<file path="config.mk">
export PLATFORM = sky130hd
export DESIGN_NAME = sed_error_logger
export DESIGN_NICKNAME = d
export VERILOG_FILES = /design/src/sed_pkg.sv /design/src/sed_gen.sv /design/src/sed_chk.sv /design/src/sed_error_logger.sv
export SDC_FILE = /design/constraint.sdc
export NUM_CORES = 1
export LEC_CHECK = 0
export BUFFER_PORTS_ARGS = -buffer_cell sky130_fd_sc_hd__buf_4
export CAP_MARGIN = 10
export CORE_AREA = 2 2 300 302
export DETAILED_ROUTE_END_ITERATION = 16
export DIE_AREA = 0 0 302 304
export GPL_TIMING_DRIVEN = 0
export PLACE_DENSITY_LB_ADDON = 0.2
export REMOVE_ABC_BUFFERS = 1
export SLEW_MARGIN = 10
export SYNTH_ARGS = -nofsm -noshare
export SYNTH_HDL_FRONTEND = slang
export SYNTH_SLANG_ARGS = --single-unit
</file>
<file path="constraint.sdc">
create_clock -name clk -period 5.7 [get_ports clk]
set_input_delay 0.57 -clock clk [delete_from_list [all_inputs] [get_ports clk]]
set_output_delay 0.57 -clock clk [all_outputs]
set_load 0.1 [all_outputs]
</file>
<file path="src/sed_pkg.sv">
/*
 Constants, field layouts and carrier types for the error-code
 generator, checker and error logger.
 Assumes one 200 MHz clock and a 32-bit data word with 7 check bits.
*/
// Operation
// - Ten units: four write-path generators, six read-path checkers.
// - Logged error keeps syndrome, both flags, bus code, address bits 37-58.
// - Each checker forms a 7-bit syndrome from data and check bits.
// - 39 odd codes are single failures; only 32 data codes get corrected.
// - Even nonzero syndrome is double; odd unknown codes judged multi-bit outside.
// - Single flag sets on a single error unless a double came first.
// - Double flag sets on every double error, always.
// - Bus code: 0 I/O, 1-3 vector reads, 4 scalar, 5 fetch.
// - One error logged per cycle: fetch, scalar, vread2, vread1, I/O, vread3.
// - Address fields: chip, word, capacity selects, bank, quarter-sword, half.
// - Check bits give one-hot 40..01; data positions use a fixed table.
// - Simultaneous errors latch by priority; reader checks syndrome on double.
// - First mode latches the first error after a clear and holds it.
// - Second mode lets the first double error overwrite a latched single.
// - Once a double is latched in second mode, it holds until cleared.
// - Double soon after single is logged whole from the double, address included.
// - Double well after single is logged fully correct.
// - Fault force makes every read bus report an error-code fault.
// - Read strobes and request addresses are kept for logging.
`default_nettype none

package sed_pkg;
    localparam int SED_DW = 32;
    localparam int SED_CW = 7;
    localparam int SED_NGEN = 4;
    localparam int SED_NCHK = 6;
    localparam int SED_CLK_NS = 5;
    localparam int SED_MINOR_NS = 20;
    localparam int SED_MIX_MINOR = 8;
    localparam int SED_MIX_CYC = (SED_MIX_MINOR * SED_MINOR_NS + SED_CLK_NS - 1) / SED_CLK_NS;

    // Read bus codes
    localparam logic [2:0] SED_BUS_IO = 3'h0;
    localparam logic [2:0] SED_BUS_V1 = 3'h1;
    localparam logic [2:0] SED_BUS_V2 = 3'h2;
    localparam logic [2:0] SED_BUS_V3 = 3'h3;
    localparam logic [2:0] SED_BUS_SC = 3'h4;
    localparam logic [2:0] SED_BUS_FETCH = 3'h5;

    // Highest priority first
    localparam logic [2:0] SED_PRIO [6] = '{SED_BUS_FETCH, SED_BUS_SC, SED_BUS_V2,
                                            SED_BUS_V1, SED_BUS_IO, SED_BUS_V3};

    // Syndrome of each data position 7..38; entry k is data bit 31-k
    localparam logic [6:0] SED_DCODE [32] = '{
        7'h70, 7'h68, 7'h58, 7'h64, 7'h54, 7'h7C, 7'h7A, 7'h76,
        7'h1C, 7'h1A, 7'h16, 7'h19, 7'h15, 7'h1F, 7'h5E, 7'h5D,
        7'h07, 7'h46, 7'h45, 7'h26, 7'h25, 7'h67, 7'h57, 7'h37,
        7'h61, 7'h51, 7'h31, 7'h49, 7'h29, 7'h79, 7'h75, 7'h6D};

    // Toggles check bit 0, giving syndrome 40
    localparam logic [6:0] SED_FAULT_MASK = 7'h01;

    // Word address, CPU bit 37 in the top field down to bit 58 at the bottom
    typedef struct packed {
        logic [2:0] chip;
        logic [9:0] word;
        logic cap1024;
        logic cap512;
        logic [2:0] bank;
        logic [1:0] qsword;
        logic [1:0] half;
    } sed_addr_t;

    typedef struct packed {
        logic [6:0] syndrome;
        logic [2:0] bus_code;
        sed_addr_t addr;
    } sed_log_t;
endpackage : sed_pkg

`default_nettype wire

</file>
<file path="src/sed_gen.sv">
/*
 Check bit generator for one write path.
 Assumes data arrives and leaves on the same clock; purely combinational.
*/
`default_nettype none

module sed_gen (
    input wire logic [31:0] data,
    output logic [6:0] check
);
    // Check bit 6-j is parity of data bits whose code holds bit j
    always_comb begin
        check = '0;
        for (int k = 0; k < 32; k++) begin
            for (int j = 0; j < 7; j++) begin
                if (sed_pkg::SED_DCODE[k][j]) begin
                    check[6 - j] = check[6 - j] ^ data[31 - k];
                end
            end
        end
    end
endmodule : sed_gen

`default_nettype wire

</file>
<file path="src/sed_chk.sv">
/*
 Syndrome checker and corrector for one read path.
 Assumes registered inputs; purely combinational.
*/
`default_nettype none

module sed_chk (
    input wire logic [31:0] data,
    input wire logic [6:0] check,
    input wire logic correct_en,
    output logic [6:0] syndrome,
    output logic is_double,
    output logic [31:0] data_fixed
);
    logic [6:0] expect_chk;

    always_comb begin
        expect_chk = '0;
        for (int k = 0; k < 32; k++) begin
            for (int j = 0; j < 7; j++) begin
                if (sed_pkg::SED_DCODE[k][j]) begin
                    expect_chk[6 - j] = expect_chk[6 - j] ^ data[31 - k];
                end
            end
        end
        for (int j = 0; j < 7; j++) begin
            syndrome[j] = expect_chk[6 - j] ^ check[6 - j];
        end
        is_double = (syndrome != 7'h00) && !(^syndrome);
        data_fixed = data;
        // Check-bit and unknown odd codes leave the data untouched
        if (correct_en && (^syndrome)) begin
            for (int k = 0; k < 32; k++) begin
                if (syndrome == sed_pkg::SED_DCODE[k]) begin
                    data_fixed[31 - k] = ~data[31 - k];
                end
            end
        end
    end
endmodule : sed_chk

`default_nettype wire

</file>
<file path="src/sed_error_logger.sv">
/*
 Error-code units for the memory paths and the error log latch.
 Assumes clears, strobes, data and addresses come from logic on clk;
 only the mode select line comes from the maintenance side and is
 synchronised here.
*/
`default_nettype none

module sed_error_logger (
    input wire logic clk,
    input wire logic resetn,
    input wire logic master_clear,
    input wire logic error_clear,
    input wire logic log_mode_two_pin,
    input wire logic correct_en,
    input wire logic fault_force,
    input wire logic [3:0][31:0] wr_data,
    output logic [3:0][6:0] wr_check,
    input wire logic [5:0] rd_strobe,
    input wire logic [5:0][31:0] rd_data,
    input wire logic [5:0][6:0] rd_check,
    input wire sed_pkg::sed_addr_t [5:0] rd_addr,
    output logic [5:0][31:0] rd_data_out,
    output logic [5:0] rd_valid_out,
    output sed_pkg::sed_log_t log_info,
    output logic log_valid,
    output logic single_flag,
    output logic double_flag
);
    // ----------------------------------------------------------------
    // Mode select synchroniser
    // ----------------------------------------------------------------
    // A mode change lands two edges late; switch modes only while the log is idle
    logic mode_meta;
    logic mode_two;

    always_ff @(posedge clk or negedge resetn) begin
        if (!resetn) begin
            mode_meta <= 1'b0;
            mode_two <= 1'b0;
        end else begin
            mode_meta <= log_mode_two_pin;
            mode_two <= mode_meta;
        end
    end

    // ----------------------------------------------------------------
    // Write path generators
    // ----------------------------------------------------------------
    logic [3:0][6:0] gen_check;
    logic [3:0][6:0] next_wr_check;

    for (genvar g = 0; g < sed_pkg::SED_NGEN; g++) begin : g_gen
        sed_gen sed_gen_i (
            .data(wr_data[g]),
            .check(gen_check[g])
        );
    end

    // Registered so each check output leaves a flip-flop, at one cycle of latency
    always_comb begin
        next_wr_check = gen_check;
    end

    always_ff @(posedge clk or negedge resetn) begin
        if (!resetn) begin
            wr_check <= '0;
        end else begin
            wr_check <= next_wr_check;
        end
    end

    // ----------------------------------------------------------------
    // Read capture stage: strobe, data and request address
    // ----------------------------------------------------------------
    logic [5:0] s1_strobe;
    logic [5:0][31:0] s1_data;
    logic [5:0][6:0] s1_check;
    sed_pkg::sed_addr_t [5:0] s1_addr;
    logic [5:0] next_s1_strobe;
    logic [5:0][31:0] next_s1_data;
    logic [5:0][6:0] next_s1_check;
    sed_pkg::sed_addr_t [5:0] next_s1_addr;

    always_comb begin
        next_s1_strobe = rd_strobe;
        next_s1_data = rd_data;
        next_s1_addr = rd_addr;
        // Fault goes in ahead of the register so the checker sees a real flip
        for (int b = 0; b < sed_pkg::SED_NCHK; b++) begin
            next_s1_check[b] = fault_force ? (rd_check[b] ^ sed_pkg::SED_FAULT_MASK)
                                           : rd_check[b];
        end
    end

    always_ff @(posedge clk or negedge resetn) begin
        if (!resetn) begin
            s1_strobe <= '0;
            s1_data <= '0;
            s1_check <= '0;
            s1_addr <= '0;
        end else begin
            s1_strobe <= next_s1_strobe;
            s1_data <= next_s1_data;
            s1_check <= next_s1_check;
            s1_addr <= next_s1_addr;
        end
    end

    // ----------------------------------------------------------------
    // Read path checkers
    // ----------------------------------------------------------------
    logic [5:0][6:0] syn;
    logic [5:0] syn_dbl;
    logic [5:0][31:0] fixed;
    logic [5:0] err_v;
    logic [5:0] dbl_v;
    logic [5:0] sgl_v;

    for (genvar c = 0; c < sed_pkg::SED_NCHK; c++) begin : g_chk
        sed_chk sed_chk_i (
            .data(s1_data[c]),
            .check(s1_check[c]),
            .correct_en(correct_en),
            .syndrome(syn[c]),
            .is_double(syn_dbl[c]),
            .data_fixed(fixed[c])
        );
        assign err_v[c] = s1_strobe[c] && (syn[c] != 7'h00);
        assign dbl_v[c] = s1_strobe[c] && syn_dbl[c];
        assign sgl_v[c] = err_v[c] && !syn_dbl[c];
    end

    logic [5:0][31:0] next_rd_data_out;
    logic [5:0] next_rd_valid_out;

    always_comb begin
        next_rd_data_out = fixed;
        next_rd_valid_out = s1_strobe;
    end

    always_ff @(posedge clk or negedge resetn) begin
        if (!resetn) begin
            rd_data_out <= '0;
            rd_valid_out <= '0;
        end else begin
            rd_data_out <= next_rd_data_out;
            rd_valid_out <= next_rd_valid_out;
        end
    end

    // ----------------------------------------------------------------
    // Error log latch
    // ----------------------------------------------------------------
    // Highest-priority bus among those flagged in the mask
    function automatic logic [2:0] sed_pick(input logic [5:0] m);
        logic [2:0] r;
        r = sed_pkg::SED_PRIO[0];
        for (int i = sed_pkg::SED_NCHK - 1; i >= 0; i--) begin
            if (m[sed_pkg::SED_PRIO[i]]) begin
                r = sed_pkg::SED_PRIO[i];
            end
        end
        return r;
    endfunction : sed_pick

    logic clr;
    logic held_dbl;
    logic base_valid;
    logic base_hdbl;
    logic base_df;
    logic [2:0] pick_any;
    logic [2:0] pick_dbl;
    sed_pkg::sed_log_t next_log_info;
    logic next_log_valid;
    logic next_held_dbl;
    logic next_single_flag;
    logic next_double_flag;

    // Either clear has the same effect; the log does not tell them apart
    assign clr = master_clear || error_clear;
    assign pick_any = sed_pick(err_v);
    assign pick_dbl = sed_pick(dbl_v);

    // A clear in the same cycle as an error re-arms first, so the error is kept
    always_comb begin
        base_valid = clr ? 1'b0 : log_valid;
        base_hdbl = clr ? 1'b0 : held_dbl;
        base_df = clr ? 1'b0 : double_flag;
        next_log_info = log_info;
        next_log_valid = base_valid;
        next_held_dbl = base_hdbl;
        next_double_flag = base_df || (dbl_v != 6'h00);
        next_single_flag = (clr ? 1'b0 : single_flag) || ((sgl_v != 6'h00) && !base_df);
        if (!base_valid && (err_v != 6'h00)) begin
            // May latch a single while a double sets the flag
            next_log_info.syndrome = syn[pick_any];
            next_log_info.bus_code = pick_any;
            next_log_info.addr = s1_addr[pick_any];
            next_log_valid = 1'b1;
            next_held_dbl = syn_dbl[pick_any];
        end else if (mode_two && base_valid && !base_hdbl && (dbl_v != 6'h00)) begin
            // Whole entry from the double error, so address is exact
            // Costs a wide mux, but the log never mixes two requests
            next_log_info.syndrome = syn[pick_dbl];
            next_log_info.bus_code = pick_dbl;
            next_log_info.addr = s1_addr[pick_dbl];
            next_held_dbl = 1'b1;
        end
    end

    always_ff @(posedge clk or negedge resetn) begin
        if (!resetn) begin
            log_info <= '0;
            log_valid <= 1'b0;
            held_dbl <= 1'b0;
            single_flag <= 1'b0;
            double_flag <= 1'b0;
        end else begin
            log_info <= next_log_info;
            log_valid <= next_log_valid;
            held_dbl <= next_held_dbl;
            single_flag <= next_single_flag;
            double_flag <= next_double_flag;
        end
    end
endmodule : sed_error_logger

`default_nettype wire

</file>
==> parameters.txt, run 1 <==
Parameter                              Value

Final layout
  Sequential standard cell area ... 15920 sq um
  Share of cells above drive strength 1 ... about 28%
  Post-route standard cell area excluding fillers ... 40710 sq um
  Filler-free cell count of the finished design ... 4636
  Fillcell total ... about 8400
  Total Nets Final ... 3962
  Area added between synthesis and finish ... 32.35%
  Combined area of the multi-input logic cells ... between 10000 and 15000 sq um

Yosys
  Distinct cell type count after synthesis ... 61
  Post-synthesis async set-or-reset flop share ... 100.0%
  Count of state elements after synthesis ... about 640
  Number of flops mapped to enable cells by yosys ... 0
  Gate count of the mapped netlist ... 2597
  Top cells by instance count after synthesis ... 636 x dfrtp_1, 620 x xnor2_1, 243 x xor2_1
  Leading area contributor after synthesis ... dfrtp_1
  Most used DFF post-synth ... dfrtp_1
  Count of yosys warnings during synthesis ... 0
  Synthesized cell area ... ~30000 sq um
  Area contributors post-synth ... dfrtp_1 52%, xnor2_1 18%, xor2_1 6.9%, xnor3_1 3.4%, nand2_1 2.9%
  Seq/Total Area, Yosys ... 51.74%
  Share of the synthesized area in the top cell type ... 51.74%
  Count leader, synth ... dfrtp_1
  Average footprint of a synthesized cell ... between 10 and 15 sq um

STA
  Final Hold Fails ... 0
  Period minus WS final ... 5.443 ns
  Actual slew at the worst max-slew pin ... 1.064 ns
  Skew final ... 0.02864 ns
  Total setup violations reported at the end of the flow ... 0
  Number of slew-limit violations in the final report ... 0
  Fin crit share ... a little over nine tenths
  FMAX ... 183.7 MHz
  Worst-case headroom to the max-slew limit ... 28.59%
  Unrepaired setup endpoints after global routing ... false

Die
  Die extent in x ... about 300 um
  DIE AREA ... 91810 sq um
  Core Box Area ... 89050 sq um
  Die Y-Extent ... 304 um
  Floorplan row count ... 110
  Ports placed on the boundary ... 768
  Starting Density ... between 30 and 40%

Worst hold path
  Worst-case hold path end point ... s1_data[8]
  Class of the worst hold path ... input port to flop
  Critical hold path startpoint ... rd_data[8]
  WHS Path Cells ... 1

Clock network
  TritonCTS Buffers ... 74
  Cell at the root of the clock tree ... clkbuf_16
  Insertion delay of the later-clocked pin in the worst-skew pair ... roughly 0.63 ns
  TritonCTS clock tree ... built
  H-tree levels ... 3
  Clock sink count ... 636
  Clock transition time at the flip-flop clock pins of the worst setup and hold paths ... approximately 0.06 ns
  Maximum root-to-sink buffer count ... 3

Route
  Remaining routing DRC violations ... 0
  Detailed-route via count ... 21750
  Detailed-route wire length ... 103800 um
  First drt pass iteration count ... 6
  Ratio of routed vias to standard cells ... 4.691
  Initial detailed-routing violation count ... 1409
  Post-detailed-route wirelength per cell ... ~22 um
  Antenna-violating nets left ... 0

GRT
  Via count of the first global-routing pass ... 23340
  Overflow left after global routing ... 0
  Pin count of the biggest net entering global routing ... roughly 110
  Antenna violations before repair ... 20
  First-pass GRT wire length ... approximately 150000 um
  Global-route usage over all layers ... ~23%

Placement
  Total of buffers placed on input and output ports ... about 770
  Gp weighted congestion ... approximately 0.93
  Post-placement cell area ... 38160 sq um
  Half-perimeter wire length after placement ... 82430 um
  Placed cells ... 4495

Worst setup path
  Reg2Reg Launch Point ... s1_data[33]
  Worst endpoint required time ... 6.20 ns
  Worst R2R Path Depth ... 15
  CP Launch Type ... flop
  Maximum net fanout on the critical path ... 50
  Reg2reg setup slack ... ~0.26 ns
  Launching instance or port of the critical path ... s1_data[33]
  Arr. time, crit path ... slightly below 6 ns
  Endpoint kind of the worst setup timing path ... flop
  Setup Crit Path Kind ... flop to flop
  Critical R2R Capture ... log_info[21]

Pwr
  Cell leakage power ... 17.93 nW
  Design Power ... 28.36 mW
  Total power per unit cell area ... 696.6 nW/um^2
  Worst vdd ir ... 1.062 mV

Status
  Outcome ... completed

Flow run
  Max-cap violation count ... 0
[worst max-delay path: stages (launching register included)]
cell and delay [ns]:
dfrtp_1 0.45, xnor2_1 0.34, xnor3_1 0.52, xnor2_1 0.16
xnor2_1 0.43, inv_1 0.22, ha_1 0.34, xnor2_1 0.22
xnor3_1 0.39, xnor2_2 0.33, nor2_1 0.10, o221ai_1 0.51
nand2_8 0.35, or3_1 0.46, a31o_1 0.23, a32o_1 0.25
[sequential cells by signal, indices dropped and copies added (netlist names)]
| register | flops |
|---|---|
| rd_valid_out | 6 |
| log_valid | 1 |
| log_info | 32 |
| mode_two | 1 |
| s1_data | 192 |
| held_dbl | 1 |
| s1_check | 42 |
| rd_data_out | 192 |
| next_rd_valid_out | 6 |
| mode_meta | 1 |
| wr_check | 28 |
| s1_addr | 132 |
| single_flag | 1 |
| double_flag | 1 |
[worst max path at each step]
stage	to	slack, ns	cells past startpoint
final	log_info[21]	0.26	15
after global routing	log_info[21]	0.02	15
after CTS	log_info[1]	0.004	14
after detailed placement	log_info[20]	-0.28	15
after global placement	log_info[3]	-3.46	12
after floorplan	log_info[21]	0.27	11
[routing by layer]
| layer | vias to the layer above | part of all wire [%] | global-route usage, % |
|---|---|---|---|
| li1 | 10100 | - | - |
| met1 | 10640 | 39 | 27.21 |
| met2 | 815 | 50 | 38.96 |
| met3 | 165 | 8.1 | 6.768 |
| met4 | 30 | 2.4 | 5.872 |
| met5 | - | 0.20 | 0 |
[stage by stage]
stage,hold WS [ns],worst slack (ns),TNS (ns),util (%)
2_1_floorplan,0.2744,0.2750,0,-
5_1_grt,0.01623,0.02090,0,45.71
3_3_place_gp,0.3350,-3.464,-2106.65,42.32
3_5_place_dp,0.3557,-0.2819,-5.691,42.85
4_1_cts,0.005043,0.003783,0,45.64
6_report,0.04527,0.2568,0,45.72
[cell usage in the layout (no fill, tap or decap), drive strengths merged, types with 6 or more instances in the layout]
cell | netlist | final
xor3 | 8 | 8
o2111ai | 6 | 6
nand3 | 102 | 102
nor3 | 12 | 12
dfrtp | 636 | 636
nor2b | 6 | 6
mux4 | 21 | 21
xor2 | 243 | 243
o211ai | 42 | 42
o21ai | 43 | 43
clkbuf | 42 | 104
nor2 | 217 | 219
and2 | 19 | 19
xnor3 | 48 | 48
ha | 54 | 54
clkinv | 0 | 11
buf | 25 | 792
a31oi | 28 | 28
a21oi | 19 | 19
mux2i | 9 | 9
xnor2 | 620 | 620
mux2 | 24 | 24
inv | 35 | 40
a22oi | 21 | 21
nand2b | 11 | 11
nand2 | 239 | 239
nand4 | 15 | 15
[power breakdown]
part	total, mW	switching (mW)	leakage [nW]	internal (mW)
logic	18.2	11.8	9.33	6.46
registers	5.35	0.310	7.41	5.04
clock network	4.76	1.93	1.18	2.83
[cells by family (layout without fill, tap and decap cells)]
group / count (synthesis) / count (layout) / synth area share [%]
xor+xnor: 919 / 919 / 28.71
simple gates: 641 / 643 / 8.937
flops: 636 / 636 / 51.74
compound gates: 191 / 191 / 4.300
buf+inv: 102 / 958 / 1.399
fa+ha+maj: 54 / 54 / 2.197
mux: 54 / 54 / 2.709
other cells: 0 / 5 / 0
[layout make-up]
cell class              instances  share of cell area [%]
diodes                          5                 0.03074
clock buffers                 104                   5.222
clock inverters                26                  0.7131
inverters                      35                  0.3227
multi-input cells            1861                   35.73
flip-flops and latches        636                   39.10
well taps                    1176                   3.614
repair buffers                793                   15.28
[repair_timing]
action / 4_1_cts / 5_1_grt
hold buffers: 1 / 0
setup buffers: 1 / 2
hold endpoints to repair: 53 / 0
gates cloned: 2 / 0
pin swaps: 2 / 1
resized for setup: 4 / 6
endpoints found under the setup margin: 24 / 29
Note: power is estimated with default switching activity, not from simulation.
==> run 2: changes to the inputs <==
clock period = 6.6 ns   (was 5.7 ns; I/O delays follow)
==> parameters.txt, run 2 (synthesis gave the netlist of run 1 again) <==
Parameter                              Value

Die
  DIE AREA ... 91810 sq um (unchanged)
  Starting Density ... 34.54% (unchanged)
  Die Y-Extent ... 304 um (unchanged)
  Floorplan row count ... 110 (unchanged)
  Ports placed on the boundary ... 768 (unchanged)
  Core Box Area ... 89050 sq um (unchanged)
  Die extent in x ... 302 um (unchanged)

STA
  Period minus WS final ... 5.851 ns (+0.4076 ns)
  Setup total negative slack ... 0 ns (unchanged)
  Slack of the critical path ... 0.7492 ns (+0.4924 ns)
  Actual slew at the worst max-slew pin ... 1.144 ns (+0.08092 ns)
  Final Hold Fails ... 0 (unchanged)
  Unrepaired setup endpoints after global routing ... false
  Total setup violations reported at the end of the flow ... 0 (unchanged)
  Skew final ... 0.03137 ns (+0.002724 ns)
  Final Hold Slack ... 0.1397 ns (+0.09438 ns)
  FMAX ... 170.9 MHz (-7.0%)
  Fin crit share ... 88.65% (-6.8 points)
  Number of slew-limit violations in the final report ... 0 (unchanged)
  Worst-case headroom to the max-slew limit ... 23.70% (-4.9 points)

Worst setup path
  Crit path to ... log_info[24]
  Arr. time, crit path ... 6.35 ns (+0.41 ns)
  Crit path buffers/inverters ... 0 (-1)
  Maximum net fanout on the critical path ... 27 (-46%)
  Worst R2R Path Depth ... 15 (unchanged)
  Endpoint kind of the worst setup timing path ... flop
  List of cells traversed by the critical path ... xnor3_1 -> xnor3_1 -> xnor2_1 -> xnor2_1 -> xor2_1 -> ha_1 -> xnor2_1 -> xnor2_1 -> xnor3_1 -> a211o_1 -> and4_1 -> nand2b_1 -> nor2_4 -> o22ai_1 -> o31a_1
  Count of cell instances traversed by the critical path ... 15 (unchanged)
  Setup Crit Path Kind ... flop to flop
  Critical R2R Capture ... log_info[24]
  Slowest Stage Delay on Critical Path ... 0.93 ns (+0.41 ns)
  Slowest stage cell on the critical path ... nor2_4
  Worst endpoint required time ... 7.10 ns (+0.90 ns)
  Launching instance or port of the critical path ... s1_data[9]
  Reg2Reg Launch Point ... s1_data[9]
  CP Launch Type ... flop
  Reg2reg setup slack ... 0.75 ns (+0.49 ns)
  Cell mode on critical path ... xnor2_1
  Top Family by Delay on Critical Path ... XOR/XNOR gates

Route
  Remaining routing DRC violations ... 0 (unchanged)
  Initial detailed-routing violation count ... 1492 (+5.9%)
  Antenna-violating nets left ... 0 (unchanged)
  First drt pass iteration count ... 5 (-1)
  Detailed-route wire length ... 103100 um (-0.68%)
  Detailed-route via count ... 21590 (-0.70%)
  Ratio of routed vias to standard cells ... 4.660 (-0.66%)
  Post-detailed-route wirelength per cell ... 22.25 um (-0.64%)

Clock network
  TritonCTS clock tree ... built
  Number of buffers added to fix hold violations after cts ... 1 (unchanged)
  Cell at the root of the clock tree ... clkbuf_16
  CTS resizes ... 0 (-4)
  Post-CTS setup-driven buffer insertion count ... 0 (-1)
  Clock transition time at the flip-flop clock pins of the worst setup and hold paths ... 0.06 ns (about the same)
  Insertion delay of the later-clocked pin in the worst-skew pair ... 0.63 ns (about the same)
  TritonCTS Buffers ... 74 (unchanged)
  Clock sink count ... 636 (unchanged)
  H-tree levels ... 3 (unchanged)
  Maximum root-to-sink buffer count ... 3 (unchanged)

Worst hold path
  Class of the worst hold path ... input port to flop

Final layout
  Largest registers ranked by flip-flop count ... rd_data_out x192, s1_data x192, s1_addr x132
  Combined area of the multi-input logic cells ... 14490 sq um (-0.40%)
  Area added between synthesis and finish ... 32.11%
  Most common cell after layout, fill and taps aside ... buf_4
  Share of cells above drive strength 1 ... 28.02% (-0.23 points)
  Filler-free cell count of the finished design ... 4634 (-0.043%)
  Sequential standard cell area ... 15920 sq um (unchanged)
  Top library cells by usage in the layout, fill and taps aside ... 771 x buf_4, 636 x dfrtp_1, 620 x xnor2_1
  Total Nets Final ... 3958 (-0.10%)
  Fillcell total ... 8428 (+0.024%)

Placement
  Total of buffers placed on input and output ports ... 767 (unchanged)
  Worst slack, placed ... 0.6181 ns (+0.9000 ns)
  Placed cells ... 4495 (unchanged)
  Half-perimeter wire length after placement ... 82430 um (unchanged)
  Gp weighted congestion ... 0.9272 (unchanged)

GRT
  Via count of the first global-routing pass ... 23320 (-0.10%)
  Met2 demand-to-capacity share in global routing ... 38.70% (-0.27 points)
  Overflow left after global routing ... 0 (unchanged)
  Global Route met3 Usage ... 6.604% (-0.16 points)
  Antenna violations before repair ... 19 (-5.0%)
  First-pass GRT wire length ... 151200 um (-0.56%)
  Pin count of the biggest net entering global routing ... 112 (unchanged)
  Met1 Usage GRT ... 26.94% (-0.27 points)
  Global-route usage over all layers ... 22.37% (-0.17 points)
  Routing layer with the top usage in global route ... met2

Pwr
  Worst vdd ir ... 0.8020 mV (-24%)
  Total power per unit cell area ... 570.9 nW/um^2 (-18%)
  Design Power ... 23.20 mW (-18%)
  Cell leakage power ... 17.89 nW (-0.19%)

Flow run
  Max-cap violation count ... 0 (unchanged)

Status
  Outcome ... completed
run 2: worst min path at each step:
| stage | startpoint | endpoint | slack, ns | cells past startpoint |
|---|---|---|---|---|
| floorplan | mode_meta | mode_two | 0.33 | 0 |
| global placement | mode_meta | mode_two | 0.34 | 0 |
| detailed placement | mode_meta | mode_two | 0.36 | 0 |
| CTS | rd_addr[108] | s1_addr[108] | 0.1 | 1 |
| global route | rd_addr[108] | s1_addr[108] | 0.11 | 1 |
| finish | rd_data[29] | s1_data[29] | 0.14 | 1 |
run 2: per-layer routing:
layer / part of all wire (%) / vias to the layer above
li1: - / 10080
met1: 39 / 10560
met2: 50 / 771
met3: 7.7 / 157
met4: 2.5 / 26
met5: 0.18 / -
run 2: cell type report:
cell class / count / area share (%)
Antenna cell: 7 / 0.04311
Inverter: 35 / 0.3233
Clock buffer: 104 / 5.231
Sequential cell: 636 / 39.17
Timing Repair Buffer: 791 / 15.25
Tap cell: 1176 / 3.621
Multi-Input combinational cell: 1859 / 35.65
Clock inverter: 26 / 0.7144
run 2: metrics by stage:
step | cell area (sq um) | util, %
finish | 40640 | 45.63
global route | 40630 | 45.63
CTS | 40580 | 45.57
detailed placement | 38160 | 42.85
global placement | 37690 | 42.32
floorplan | 30460 | -
run 2: where the power goes:
group / internal, mW / switching (mW) / total, mW
sequential: 4.35 / 0.267 / 4.62
combinational: 5.07 / 9.40 / 14.5
clock: 2.44 / 1.67 / 4.11
